### config.mk
export PLATFORM = sky130hd
export DESIGN_NAME = synth_divider_config_control
export DESIGN_NICKNAME = d
export VERILOG_FILES = /design/src/rtl/out_div.v /design/src/rtl/pin_sync.v /design/src/rtl/synth_divider_config_control.v
export VERILOG_INCLUDE_DIRS = /design/src /design/src/rtl
export SDC_FILE = /design/constraint.sdc
export NUM_CORES = 1
export LEC_CHECK = 0
export BUFFER_PORTS_ARGS = -buffer_cell sky130_fd_sc_hd__buf_4
export CAP_MARGIN = 5
export CORE_MARGIN = 2
export CORE_UTILIZATION = 43
export DETAILED_ROUTE_END_ITERATION = 8
export GPL_TIMING_DRIVEN = 0
export HOLD_SLACK_MARGIN = 0.12
export PLACE_DENSITY = 0.65
export SLEW_MARGIN = 30
export SYNTH_ARGS = -nofsm -noshare
export SYNTH_HDL_FRONTEND = slang
export SYNTH_SLANG_ARGS = --single-unit
### constraint.sdc
create_clock -name clk_i -period 4.89 [get_ports clk_i]
set_clock_uncertainty 0.1 [all_clocks]
set_input_delay 0.2445 -clock clk_i [delete_from_list [all_inputs] [get_ports clk_i]]
set_output_delay 0.2445 -clock clk_i [all_outputs]
set_load 0.1 [all_outputs]
### src/rtl/synth_cfg_map.vh
`ifndef SYNTH_CFG_MAP_VH
`define SYNTH_CFG_MAP_VH
// register byte offsets inside the window
`define SC_OFS_FBDIV     6'h00
`define SC_OFS_OUTDIV    6'h04
`define SC_OFS_STATUS    6'h08
`define SC_OFS_IRQ_STAT  6'h0c
`define SC_OFS_IRQ_MASK  6'h10
`define SC_OFS_ACTIVE    6'h14
// bus address fields
`define SC_BUS_AW        8
`define SC_WIN_HI        7
`define SC_WIN_LO        6
`define SC_OFS_HI        5
`define SC_OFS_LO        0
// reset values of the serial divider registers
`define SC_RST_FB        10'h1f4
`define SC_RST_NA        3'h2
`define SC_RST_NB        1'h0
`define SC_RST_PRE       1'h1
// pre-divider ratios for each pre-divider pin value
`define SC_PRE_RATIO0    2'h1
`define SC_PRE_RATIO1    2'h2
// first output divider codes
`define SC_NA_DIV2       3'h0
`define SC_NA_DIV4       3'h1
`define SC_NA_DIV6       3'h2
`define SC_NA_DIV8       3'h3
`define SC_NA_DIV12      3'h4
`define SC_NA_DIV16      3'h5
`define SC_NA_DIV32      3'h6
// half periods, in input ticks, per ratio
`define SC_HALF_2        5'h01
`define SC_HALF_4        5'h02
`define SC_HALF_6        5'h03
`define SC_HALF_8        5'h04
`define SC_HALF_12       5'h06
`define SC_HALF_16       5'h08
`define SC_HALF_32       5'h10
// second output: same rate or half rate
`define SC_HALF_B1       5'h01
`define SC_HALF_B2       5'h02
// interrupt event count
`define SC_IRQ_W         3
`endif

### src/rtl/out_div.v
`timescale 1ns/1ns
`default_nettype none
module out_div #(
  parameter CW = 5
) (
  // clock and reset
  input  wire          clk_i,
  input  wire          rst_i,
  // input rate, ratio and run enable
  input  wire          tick_i,
  input  wire [CW-1:0] half_i,
  input  wire          run_i,
  // divided clock and toggle strobe
  output wire          q_o,
  output wire          edge_o
);
  reg [CW-1:0] cnt_r;
  reg          ph_r;
  reg          run_r;
  reg          q_r;
  reg          edge_r;
  wire         wrap = ({1'b0, cnt_r} + {{CW{1'b0}}, 1'b1}) >= {1'b0, half_i};
  wire         ph_nxt = ~ph_r;
  wire         run_nxt = ph_r ? run_i : run_r;

  always @(posedge clk_i) begin
    if (rst_i) begin
      cnt_r  <= {CW{1'b0}};
      ph_r   <= 1'b0;
      run_r  <= 1'b0;
      q_r    <= 1'b0;
      edge_r <= 1'b0;
    end else begin
      edge_r <= 1'b0;
      if (tick_i) begin
        if (wrap) begin
          cnt_r  <= {CW{1'b0}};
          ph_r   <= ph_nxt;
          edge_r <= 1'b1;
          run_r  <= run_nxt;
          q_r    <= ph_nxt & run_nxt;
        end else begin
          cnt_r <= cnt_r + {{(CW-1){1'b0}}, 1'b1};
        end
      end
    end
  end

  assign q_o    = q_r;
  assign edge_o = edge_r;
endmodule // out_div
`default_nettype wire

### src/rtl/pin_sync.v
`timescale 1ns/1ns
`default_nettype none
module pin_sync #(
  parameter             W    = 1,
  parameter [W-1:0]     INIT = {W{1'b0}}
) (
  // clock and reset
  input  wire         clk_i,
  input  wire         rst_i,
  // raw pins and filtered levels
  input  wire [W-1:0] pin_i,
  output wire [W-1:0] lvl_o
);
  reg [W-1:0] s1_r;
  reg [W-1:0] s2_r;
  reg [W-1:0] s3_r;
  reg [W-1:0] lvl_r;

  // a bit moves only when stages two and three agree
  always @(posedge clk_i) begin
    if (rst_i) begin
      s1_r  <= INIT;
      s2_r  <= INIT;
      s3_r  <= INIT;
      lvl_r <= INIT;
    end else begin
      s1_r  <= pin_i;
      s2_r  <= s1_r;
      s3_r  <= s2_r;
      lvl_r <= (s2_r & s3_r) | (lvl_r & (s2_r | s3_r));
    end
  end

  assign lvl_o = lvl_r;
endmodule // pin_sync
`default_nettype wire

### src/rtl/synth_divider_config_control.v
// The address map and register access over Wishbone were decided locally.
`include "synth_cfg_map.vh"
`timescale 1ns/1ns
`default_nettype none
module synth_divider_config_control #(
  parameter XTAL_DIV  = 10,
  parameter LOCK_REFS = 4,
  parameter CRW       = 16
) (
  // clock and reset
  input  wire                   clk_i,
  input  wire                   rst_i,
  // wishbone slave
  input  wire                   wb_cyc_i,
  input  wire                   wb_stb_i,
  input  wire                   wb_we_i,
  input  wire [`SC_BUS_AW-1:0]  wb_adr_i,
  input  wire [3:0]             wb_sel_i,
  input  wire [31:0]            wb_dat_i,
  output wire [31:0]            wb_dat_o,
  output wire                   wb_ack_o,
  // reference pins
  input  wire                   ref_clk_i,
  input  wire                   ref_sel_i,
  input  wire                   bypass_n_i,
  // parallel configuration pins
  input  wire [9:0]             fb_div_i,
  input  wire [2:0]             first_output_divider_i,
  input  wire                   second_output_ratio_i,
  input  wire                   pre_div_i,
  input  wire                   serial_sel_i,
  input  wire [1:0]             adr_sel_i,
  // control pins
  input  wire                   test_en_i,
  input  wire                   first_output_halt_n_i,
  input  wire                   second_output_halt_n_i,
  input  wire                   master_clear_i,
  // outputs
  output wire                   first_output_o,
  output wire                   second_output_o,
  output wire                   lock_o,
  output wire                   irq_o
);
  localparam SW = 25;
  localparam [SW-1:0] SYNC_INIT = {1'b0, 1'b1, `SC_RST_FB, `SC_RST_NA, `SC_RST_NB, `SC_RST_PRE,
                                   1'b0, 2'b00, 1'b1, 1'b0, 1'b1, 1'b1, 1'b0};

  // filtered pin levels
  wire       refc_s;
  wire       ref_sel_s;
  wire [9:0] fb_pin_s;
  wire [2:0] na_pin_s;
  wire       nb_pin_s;
  wire       pre_pin_s;
  wire       serial_s;
  wire [1:0] adr_s;
  wire       bypass_n_s;
  wire       test_s;
  wire       halt_a_n_s;
  wire       halt_b_n_s;
  wire       mclr_s;

  pin_sync #(
    .W    (SW),
    .INIT (SYNC_INIT)
  ) u_sync (
    .clk_i (clk_i),
    .rst_i (rst_i),
    .pin_i ({ref_clk_i, ref_sel_i, fb_div_i, first_output_divider_i, second_output_ratio_i, pre_div_i,
             serial_sel_i, adr_sel_i, bypass_n_i, test_en_i, first_output_halt_n_i,
             second_output_halt_n_i, master_clear_i}),
    .lvl_o ({refc_s, ref_sel_s, fb_pin_s, na_pin_s, nb_pin_s, pre_pin_s, serial_s, adr_s,
             bypass_n_s, test_s, halt_a_n_s, halt_b_n_s, mclr_s})
  );

  // serial divider registers
  reg [9:0]           fb_reg_r;
  reg [2:0]           na_reg_r;
  reg                 nb_reg_r;
  reg                 pre_reg_r;
  // active divider settings
  reg [9:0]           fb_r;
  reg [2:0]           na_r;
  reg                 nb_r;
  reg                 pre_r;
  // bus
  reg                 ack_r;
  reg [31:0]          dat_r;
  // interrupts
  reg [`SC_IRQ_W-1:0] irq_stat_r;
  reg [`SC_IRQ_W-1:0] irq_mask_r;
  reg                 irq_r;
  // reference and loop
  reg [15:0]          xt_cnt_r;
  reg                 refc_d_r;
  reg [1:0]           pd_cnt_r;
  reg [CRW-1:0]       credit_r;
  reg [7:0]           lk_cnt_r;
  reg                 lock_r;
  reg                 lock_d_r;

  wire [9:0] fb_nxt  = serial_s ? fb_reg_r  : fb_pin_s;
  wire [2:0] na_nxt  = serial_s ? na_reg_r  : na_pin_s;
  wire       nb_nxt  = serial_s ? nb_reg_r  : nb_pin_s;
  wire       pre_nxt = serial_s ? pre_reg_r : pre_pin_s;
  wire       cfg_chg = {fb_nxt, na_nxt, nb_nxt, pre_nxt} != {fb_r, na_r, nb_r, pre_r};

  always @(posedge clk_i) begin
    if (rst_i) begin
      fb_r  <= `SC_RST_FB;
      na_r  <= `SC_RST_NA;
      nb_r  <= `SC_RST_NB;
      pre_r <= `SC_RST_PRE;
    end else begin
      fb_r  <= fb_nxt;
      na_r  <= na_nxt;
      nb_r  <= nb_nxt;
      pre_r <= pre_nxt;
    end
  end

  // bus decode
  wire              req    = wb_cyc_i & wb_stb_i;
  wire              win    = wb_adr_i[`SC_WIN_HI:`SC_WIN_LO] == adr_s;
  wire [5:0]        ofs    = wb_adr_i[`SC_OFS_HI:`SC_OFS_LO];
  wire              wr     = req & wb_we_i & ack_r & win;
  wire              wr_fb  = wr & (ofs == `SC_OFS_FBDIV);
  wire              wr_od  = wr & (ofs == `SC_OFS_OUTDIV) & wb_sel_i[0];
  wire              wr_ist = wr & (ofs == `SC_OFS_IRQ_STAT) & wb_sel_i[0];
  wire              wr_imk = wr & (ofs == `SC_OFS_IRQ_MASK) & wb_sel_i[0];

  always @(posedge clk_i) begin
    if (rst_i || mclr_s) begin
      fb_reg_r  <= `SC_RST_FB;
      na_reg_r  <= `SC_RST_NA;
      nb_reg_r  <= `SC_RST_NB;
      pre_reg_r <= `SC_RST_PRE;
    end else begin
      if (wr_fb && wb_sel_i[0]) begin
        fb_reg_r[7:0] <= wb_dat_i[7:0];
      end
      if (wr_fb && wb_sel_i[1]) begin
        fb_reg_r[9:8] <= wb_dat_i[9:8];
      end
      if (wr_od) begin
        na_reg_r  <= wb_dat_i[2:0];
        nb_reg_r  <= wb_dat_i[3];
        pre_reg_r <= wb_dat_i[4];
      end
    end
  end

  reg [31:0] rd_mux;
  always @* begin
    rd_mux = 32'h0000_0000;
    if (!win) begin
      rd_mux = 32'h0000_0000;
    end else if (ofs == `SC_OFS_FBDIV) begin
      rd_mux = {22'h00_0000, fb_reg_r};
    end else if (ofs == `SC_OFS_OUTDIV) begin
      rd_mux = {27'h000_0000, pre_reg_r, nb_reg_r, na_reg_r};
    end else if (ofs == `SC_OFS_STATUS) begin
      rd_mux = {27'h000_0000, test_s, ~bypass_n_s, ref_sel_s, serial_s, lock_r};
    end else if (ofs == `SC_OFS_IRQ_STAT) begin
      rd_mux = {29'h0000_0000, irq_stat_r};
    end else if (ofs == `SC_OFS_IRQ_MASK) begin
      rd_mux = {29'h0000_0000, irq_mask_r};
    end else if (ofs == `SC_OFS_ACTIVE) begin
      rd_mux = {16'h0000, pre_r, nb_r, na_r, 1'b0, fb_r};
    end
  end

  // one wait state, ack for one cycle
  always @(posedge clk_i) begin
    if (rst_i) begin
      ack_r <= 1'b0;
      dat_r <= 32'h0000_0000;
    end else begin
      ack_r <= req & ~ack_r;
      if (req && !ack_r) begin
        dat_r <= rd_mux;
      end
    end
  end

  wire xt_tick  = xt_cnt_r == (XTAL_DIV - 1);
  wire ext_tick = refc_s & ~refc_d_r;
  wire ref_tick = ref_sel_s ? xt_tick : ext_tick;

  always @(posedge clk_i) begin
    if (rst_i) begin
      xt_cnt_r <= 16'h0000;
      refc_d_r <= 1'b0;
    end else begin
      xt_cnt_r <= xt_tick ? 16'h0000 : xt_cnt_r + 16'h0001;
      refc_d_r <= refc_s;
    end
  end

  wire [1:0] pre_ratio = pre_r ? `SC_PRE_RATIO1 : `SC_PRE_RATIO0;
  wire       pd_wrap   = (pd_cnt_r + 2'h1) >= pre_ratio;
  wire       pfd_tick  = ref_tick & pd_wrap;

  always @(posedge clk_i) begin
    if (rst_i) begin
      pd_cnt_r <= 2'h0;
    end else if (ref_tick) begin
      pd_cnt_r <= pd_wrap ? 2'h0 : pd_cnt_r + 2'h1;
    end
  end

  // loop emits feedback count per compare tick
  wire           vco_pll  = credit_r != {CRW{1'b0}};
  wire [CRW-1:0] credit_d = credit_r - {{(CRW-1){1'b0}}, vco_pll};
  wire           drained  = credit_r <= {{(CRW-1){1'b0}}, 1'b1};
  wire           relock   = cfg_chg | mclr_s;

  always @(posedge clk_i) begin
    if (rst_i || relock) begin
      credit_r <= {CRW{1'b0}};
      lk_cnt_r <= 8'h00;
      lock_r   <= 1'b0;
    end else if (pfd_tick) begin
      credit_r <= credit_d + {{(CRW-10){1'b0}}, fb_r};
      if (!drained) begin
        lk_cnt_r <= 8'h00;
        lock_r   <= 1'b0;
      end else if (lk_cnt_r < LOCK_REFS[7:0]) begin
        lk_cnt_r <= lk_cnt_r + 8'h01;
      end else begin
        lock_r <= 1'b1;
      end
    end else begin
      credit_r <= credit_d;
    end
  end

  wire vco_tick = bypass_n_s ? vco_pll : ref_tick;

  reg [4:0] half_a;
  always @* begin
    case (na_r)
      `SC_NA_DIV2: begin
        half_a = `SC_HALF_2;
      end
      `SC_NA_DIV4: begin
        half_a = `SC_HALF_4;
      end
      `SC_NA_DIV6: begin
        half_a = `SC_HALF_6;
      end
      `SC_NA_DIV8: begin
        half_a = `SC_HALF_8;
      end
      `SC_NA_DIV12: begin
        half_a = `SC_HALF_12;
      end
      `SC_NA_DIV16: begin
        half_a = `SC_HALF_16;
      end
      `SC_NA_DIV32: begin
        half_a = `SC_HALF_32;
      end
      default: begin
        half_a = `SC_HALF_2;
      end
    endcase
  end

  // second output same or half rate
  wire [4:0] half_b = nb_r ? `SC_HALF_B2 : `SC_HALF_B1;
  wire       a_edge;

  out_div #(
    .CW (5)
  ) u_div_a (
    .clk_i  (clk_i),
    .rst_i  (rst_i),
    .tick_i (vco_tick),
    .half_i (half_a),
    .run_i  (halt_a_n_s),
    .q_o    (first_output_o),
    .edge_o (a_edge)
  );

  out_div #(
    .CW (5)
  ) u_div_b (
    .clk_i  (clk_i),
    .rst_i  (rst_i),
    .tick_i (a_edge),
    .half_i (half_b),
    .run_i  (halt_b_n_s),
    .q_o    (second_output_o),
    .edge_o ()
  );

  // events: lock gained, lock lost, settings changed
  wire [`SC_IRQ_W-1:0] ev = {cfg_chg, lock_d_r & ~lock_r, lock_r & ~lock_d_r};
  wire [`SC_IRQ_W-1:0] clr = wr_ist ? wb_dat_i[`SC_IRQ_W-1:0] : {`SC_IRQ_W{1'b0}};

  // set wins over write-one clear
  always @(posedge clk_i) begin
    if (rst_i) begin
      lock_d_r   <= 1'b0;
      irq_stat_r <= {`SC_IRQ_W{1'b0}};
      irq_mask_r <= {`SC_IRQ_W{1'b0}};
      irq_r      <= 1'b0;
    end else begin
      lock_d_r   <= lock_r;
      irq_stat_r <= (irq_stat_r & ~clr) | ev;
      if (wr_imk) begin
        irq_mask_r <= wb_dat_i[`SC_IRQ_W-1:0];
      end
      irq_r <= |(irq_stat_r & irq_mask_r);
    end
  end

  assign wb_ack_o = ack_r;
  assign wb_dat_o = dat_r;
  assign lock_o   = lock_r;
  assign irq_o    = irq_r;
endmodule // synth_divider_config_control
`default_nettype wire

## Yosys cells after proc, flatten, opt, wreduce, memory -nomap -nowiden

Index checks and enable logic that the tools add are counted.

| word-level totals | value |
|---|---|
| bits in registers | 232 |
| bits of input ports | 74 |
| output and inout bits | 37 |
| logic and storage cells | 142 |

| cells by class | value |
|---|---|
| add/sub/neg operators | 9 |
| $lt $le $gt $ge | 5 |
| eq/ne operators | 16 |
| muxes and demuxes | 28 |
| bitwise gates (word level) | 35 |
| reductions and logical operators | 15 |

Operators by type and width:

| cell | count |
|---|---|
| $mux W16 | 8 |
| $and A25 B25 Y25 | 2 |
| $or A25 B25 Y25 | 2 |
| $pmux W5 S6 | 1 |
| $and A1 B1 Y1 | 18 |
| $add A16 B1 Y16 const B | 1 |
| $add A16 B10 Y16 | 1 |
| $eq A16 B4 Y1 const B | 1 |
| $le A16 B1 Y1 const B | 1 |
| $mux W8 | 2 |
| $reduce_bool A16 Y1 | 1 |
| $sub A16 B1 Y16 | 1 |
| $ne A15 B15 Y1 | 1 |
| $add A5 B1 Y6 const B | 2 |
| $eq A6 B4 Y1 const B | 2 |
| $eq A6 B5 Y1 const B | 2 |
| $add A5 B1 Y5 const B | 2 |
| $mux W10 | 1 |
| $mux W5 | 2 |
| $eq A3 B3 Y1 const B | 3 |
| $mux W1 | 9 |
| $add A8 B1 Y8 const B | 1 |
| $lt A8 B3 Y1 const B | 1 |
| $not A1 Y1 | 8 |
| 23 further kinds | 35 |

## Logic depth before layout (Yosys ltp)

| logic depth | value |
|---|---|
| depth after elaboration | 10 |
| gate-level depth with buffers | 16 |
| gate-level depth less buffers | 15 |

## By module

From an unflattened synthesis, not the netlist that was laid out.

| second synthesis, totals | value |
|---|---|
| cells, all modules | 992 |
| area total of the unflattened synthesis | 9298.9 um^2 |

Modules (own cells, without submodules):

| module | instances | cells each | area each (um^2) | seq. area each (um^2) |
|---|---|---|---|---|
| synth_divider_config_control | 1 | 607 | 5246.3 | 1961.9 |
| pin_sync | 1 | 261 | 2909.0 | 2001.9 |
| out_div | 2 | 62 | 571.8 | 180.2 |

## Worst setup path after synthesis

Ideal clock, no wire load.

| path | value |
|---|---|
| kind | reg-to-reg |
| from | reg credit_r[10] |
| to | reg credit_r[15] |
| library setup time | 71 ps |
| arrival | 4210 ps |
| data required time | 4719 ps |
| slack | 510 ps |
| cell stages (with the launch flop) | 17 |
| buffers on the path | 1 |
| period minus slack after synthesis | 4380 ps |
| path through | dfxtp_1 > or4_1 > or4b_1 > or3_1 > ha_1 > ha_1 > or3b_2 > clkbuf_1 > nor2_1 > xor2_1 > ha_1 > a21oi_1 > o22ai_1 > a211oi_1 > nand4bb_2 > or4_1 > a21oi_1 |

| on the way | value |
|---|---|
| cells in the longest elaborated chain, start to end | 4 |

RTL lines:

| item | RTL line | source |
|---|---|---|
| from (decl) | synth_divider_config_control.v:97 | `reg [CRW-1:0] credit_r;` |
| from (signal assigned) | synth_divider_config_control.v:220 | `credit_r <= {CRW{1'b0}};` |
| from (signal assigned) | synth_divider_config_control.v:224 | `credit_r <= credit_d + {{(CRW-10){1'b0}}, fb_r};` |
| from (signal assigned) | synth_divider_config_control.v:234 | `credit_r <= credit_d;` |
| $reduce_bool A16 Y1 | synth_divider_config_control.v:213 | `wire vco_pll = credit_r != {CRW{1'b0}};` |
| $sub A16 B1 Y16 * | synth_divider_config_control.v:214 | `wire [CRW-1:0] credit_d = credit_r - {{(CRW-1){1'b0}}, vco_pll};` |
| $add A16 B10 Y16 | synth_divider_config_control.v:224 |  |
| $mux W16 * | synth_divider_config_control.v:223 | `end else if (pfd_tick) begin` |

Mark *: on every way between the ends. The rest lies on a longest branch, timed or not.
A chain may end at the register's enable or synchronous reset.

## Worst setup path in the final report

Ends and elaborated chain as after synthesis.

==> impl_metrics.sql <==
INSERT INTO impl_metrics (metric_group, metric, value, unit) VALUES
('setup_path', 'critPathRequiredTime', '5.23', 'ns'),
('place', 'portBuffers', '66', ''),
('route', 'postRouteWirelength', '20.3', 'mm'),
('setup_path', 'timing.critical_path.arrival', '4.94', 'ns'),
('cells_and_area', 'layout-area-overhead-vs-synth', '22.7', '%'),
('route', 'first_drt_iteration_drcs', '360', ''),
('sta', 'relSlewSlack', '0.480', ''),
('clock_network', 'cts_post_setup_buffers_inserted', '0', ''),
('logic_synthesis', 'post_synthesis_mean_instance_area', '9.44', 'um2'),
('clock_network', 'cts.sink_count', '215', ''),
('setup_path', 'worst_setup_path_end_kind', 'register', ''),
('floorplanning', 'core_area', '20400', 'um2'),
('clock_network', 'tritoncts', 'built', ''),
('flow_run', 'drv_cap', '0', ''),
('logic_synthesis', 'netlist_area_before_placement', '8970', 'um2'),
('power_and_ir_drop', 'total_leakage_power', '4.45', 'nW'),
('clock_network', 'clk_root_buffer_cell', 'clkbuf_16', ''),
('setup_path', 'cp_cell_sequence', 'or4_1 -> or4b_4 -> or3_1 -> ha_1 -> ha_1 -> or3b_2 -> nor2_1 -> xor2_1 -> ha_1 -> a21oi_1 -> o22ai_1 -> a211oi_2 -> nand4bb_2 -> or4_1 -> a21oi_1', ''),
('logic_synthesis', 'dominantRegCellSynth', 'dfxtp_1', ''),
('setup_path', 'termination_of_the_worst_setup_path', 'credit_r[15]', ''),
('setup_path', 'critical_path_peak_fanout', '7', ''),
('sta', 'setup_violations', '0', ''),
('route', 'post_dr_vias_cell', '4.98', ''),
('setup_path', 'critical_path.reg2reg.startpoint', 'credit_r[10]', ''),
('route', 'avgRoutedWirePerCell', '14.7', 'um'),
('cells_and_area', 'post_route_cells_drive_above_1_share', '0.163', ''),
('cells_and_area', 'layout_commonest_cell', 'dfxtp_1', ''),
('sta', 'final.period_utilization', '0.942', ''),
('setup_path', 'worst_path_largest_cell_delay', '0.60', 'ns'),
('clock_network', 'worst_skew_pair.late_latency', '0.51', 'ns'),
('floorplanning', 'placementRows', '52', ''),
('logic_synthesis', 'synth-seq-cells', '215', ''),
('sta', 'finalMaxSlewViolations', '0', ''),
('global_routing', 'first_global_vias', '6544', ''),
('cells_and_area', 'final_util', '0.541', ''),
('setup_path', 'ff2ff_path_depth', '15', ''),
('sta', 'grt_setup_unrepaired', 'no', ''),
('sta', 'max_freq', '217', 'MHz'),
('sta', 'fin_crit', '4.60', 'ns'),
('logic_synthesis', 'yosysWarningCount', '0', ''),
('setup_path', 'critical_path.top_delay_family', 'simple AND/OR/NAND/NOR gates', ''),
('clock_network', 'htreeDepth', '1', ''),
('global_routing', 'groute.usage.overall', '0.186', ''),
('setup_path', 'crit_path_kind', 'register to register', ''),
('global_routing', 'global_route.overflow_total', '0', ''),
('floorplanning', 'height_of_the_die', '148', 'um'),
('route', 'firstDrtPassIters', '5', ''),
('global_routing', 'grt_antenna_before_repair', '0', ''),
('clock_network', 'cts-buffers-inserted', '23', ''),
('power_and_ir_drop', 'power-per-cell-area', '452', 'nW/um2'),
('cells_and_area', 'layout.cell_area.non_filler', '11000', 'um2'),
('route', 'drc', '0', ''),
('setup_path', 'setup.reg_to_reg.worst_slack', '0.29', 'ns'),
('floorplanning', 'design.die.area', '22000', 'um2'),
('floorplanning', 'io-pin-count', '111', ''),
('cells_and_area', 'layout.nets', '1195', ''),
('status', 'status', 'complete, no violations', ''),
('setup_path', 'startpoint_type', 'register', ''),
('setup_path', 'critical_path_cell_count', '15', ''),
('setup_path', 'r2r-end', 'credit_r[15]', ''),
('cells_and_area', 'layout_common_cells', '215 x dfxtp_1, 114 x nor2_1, 84 x buf_4, 56 x a21oi_1, 46 x mux2i_1', ''),
('sta', 'hold_viol', '0', ''),
('sta', 'worst_pin_slew', '0.773', 'ns'),
('setup_path', 'critPathLaunch', 'credit_r[10]', ''),
('global_routing', 'maximum_number_of_pins_on_one_net_before_global_route_repair', '14', ''),
('setup_path', 'cp.buffers_inverters', '0', ''),
('cells_and_area', 'antennaDiodeCount', '0', ''),
('logic_synthesis', 'synthCells', '950', ''),
('sta', 'timing.hold.ws', '0.122', 'ns'),
('setup_path', 'timing.critical_path.mode_cell', 'ha_1', ''),
('logic_synthesis', 'ys_seq_area_frac', '0.480', '');
## kinds of logic (layout without fill, tap and decap cells)
group	after synthesis	after routing	synth area share
xor+xnor	62	62	0.0605
other cells	1	17	0.000418
flops	215	215	0.480
buf+inv	83	226	0.0438
fa+ha+maj	27	27	0.0385
compound gates	163	163	0.116
simple gates	352	352	0.208
mux	47	47	0.0526
## state kept, by name, indices dropped and copies added, names as in the netlist, 2 cells and up
| name | flops |
|---|---|
| credit_r | 16 |
| fb_r | 10 |
| fb_reg_r | 10 |
| irq_mask_r | 3 |
| irq_stat_r | 3 |
| lk_cnt_r | 8 |
| na_r | 3 |
| na_reg_r | 3 |
| pd_cnt_r | 2 |
| u_div_a.cnt_r | 5 |
| u_div_b.cnt_r | 5 |
| u_sync.lvl_o | 25 |
| u_sync.s1_r | 25 |
| u_sync.s2_r | 25 |
| u_sync.s3_r | 25 |
| wb_dat_o | 15 |
| xt_cnt_r | 16 |
## final cells by class
type,count,area (um2),share of cell area
sequential,215,4300,0.391
multi-input combinational,668,4360,0.396
buffer,60,307,0.0278
timing repair buffer,104,876,0.0796
clock inverter,5,50.0,0.00455
clock buffer,35,691,0.0627
tap,270,338,0.0307
inverter,22,82.6,0.00750
## synth_stat cells, drive strengths merged, types with 15 or more instances
cell type / number / area share
nor2b: 45 / 0.031
mux2i: 46 / 0.051
buf: 27 / 0.020
clkbuf: 34 / 0.014
a22oi: 15 / 0.013
ha: 26 / 0.036
inv: 22 / 0.0092
xor2: 21 / 0.021
a21oi: 56 / 0.031
dfxtp: 215 / 0.48
nand2: 43 / 0.018
xnor2: 41 / 0.040
or2: 40 / 0.028
nor2: 114 / 0.048
o21ai: 27 / 0.015
a211oi: 16 / 0.013
## stage by stage
| step | setup TNS [ns] | total power (W) | setup WS (ns) | instances |
|---|---|---|---|---|
| 2_1_floorplan | 0 | 0.00300 | 0.510 | 966 |
| 3_3_place_gp | -0.130 | 0.00323 | -0.0707 | 1302 |
| 3_5_place_dp | -0.253 | 0.00325 | -0.0817 | 1302 |
| 4_1_cts | 0 | 0.00497 | 0.177 | 1379 |
| 5_1_grt | 0 | 0.00525 | 0.00329 | 1379 |
| 6_report | 0 | 0.00497 | 0.286 | 1379 |
## worst min path at each step
stage                               from         endpoint  slack (ns)  cells past startpoint
3_3_place_gp              u_sync.s1_r[8]   u_sync.s2_r[8]        0.29                      1
5_1_grt                      wb_sel_i[1]      fb_reg_r[9]        0.15                      4
4_1_cts                      wb_sel_i[1]      fb_reg_r[9]        0.12                      4
3_5_place_dp             u_sync.s1_r[18]  u_sync.s2_r[18]        0.29                      1
2_1_floorplan  first_output_divider_i[1]  u_sync.s1_r[11]        0.25                      1
6_report                     wb_sel_i[1]      fb_reg_r[9]        0.12                      4
## where the power goes
| group | leakage, nW | switching (W) | internal [W] |
|---|---|---|---|
| Sequential | 1.75 | 0.0000608 | 0.00184 |
| Combinational | 2.32 | 0.000776 | 0.000601 |
| Clock | 0.369 | 0.000674 | 0.00102 |
| Total | 4.45 | 0.00151 | 0.00346 |
## metal layers
metal | track usage | wire length (um) | up-vias
met5 | 0 | 0 | -
met4 | 0.0557 | 559 | 0
met3 | 0.0258 | 903 | 37
met2 | 0.311 | 9280 | 147
met1 | 0.253 | 9580 | 3160
li1 | - | - | 3524
## repair_timing
item,CTS,global route
endpoints found under the setup margin,4,3
gates resized for setup,1,4
hold endpoints to repair,48,0
hold buffers,38,0
## worst reg2reg max path: cells and delay by family (launching register included)
kind | cells | cell delay, ns
fa+ha+maj | 3 | 0.82
xor+xnor | 1 | 0.16
flops | 1 | 0.32
compound gates | 4 | 0.53
simple gates | 7 | 2.61
(Power assumes the default switching activity.)
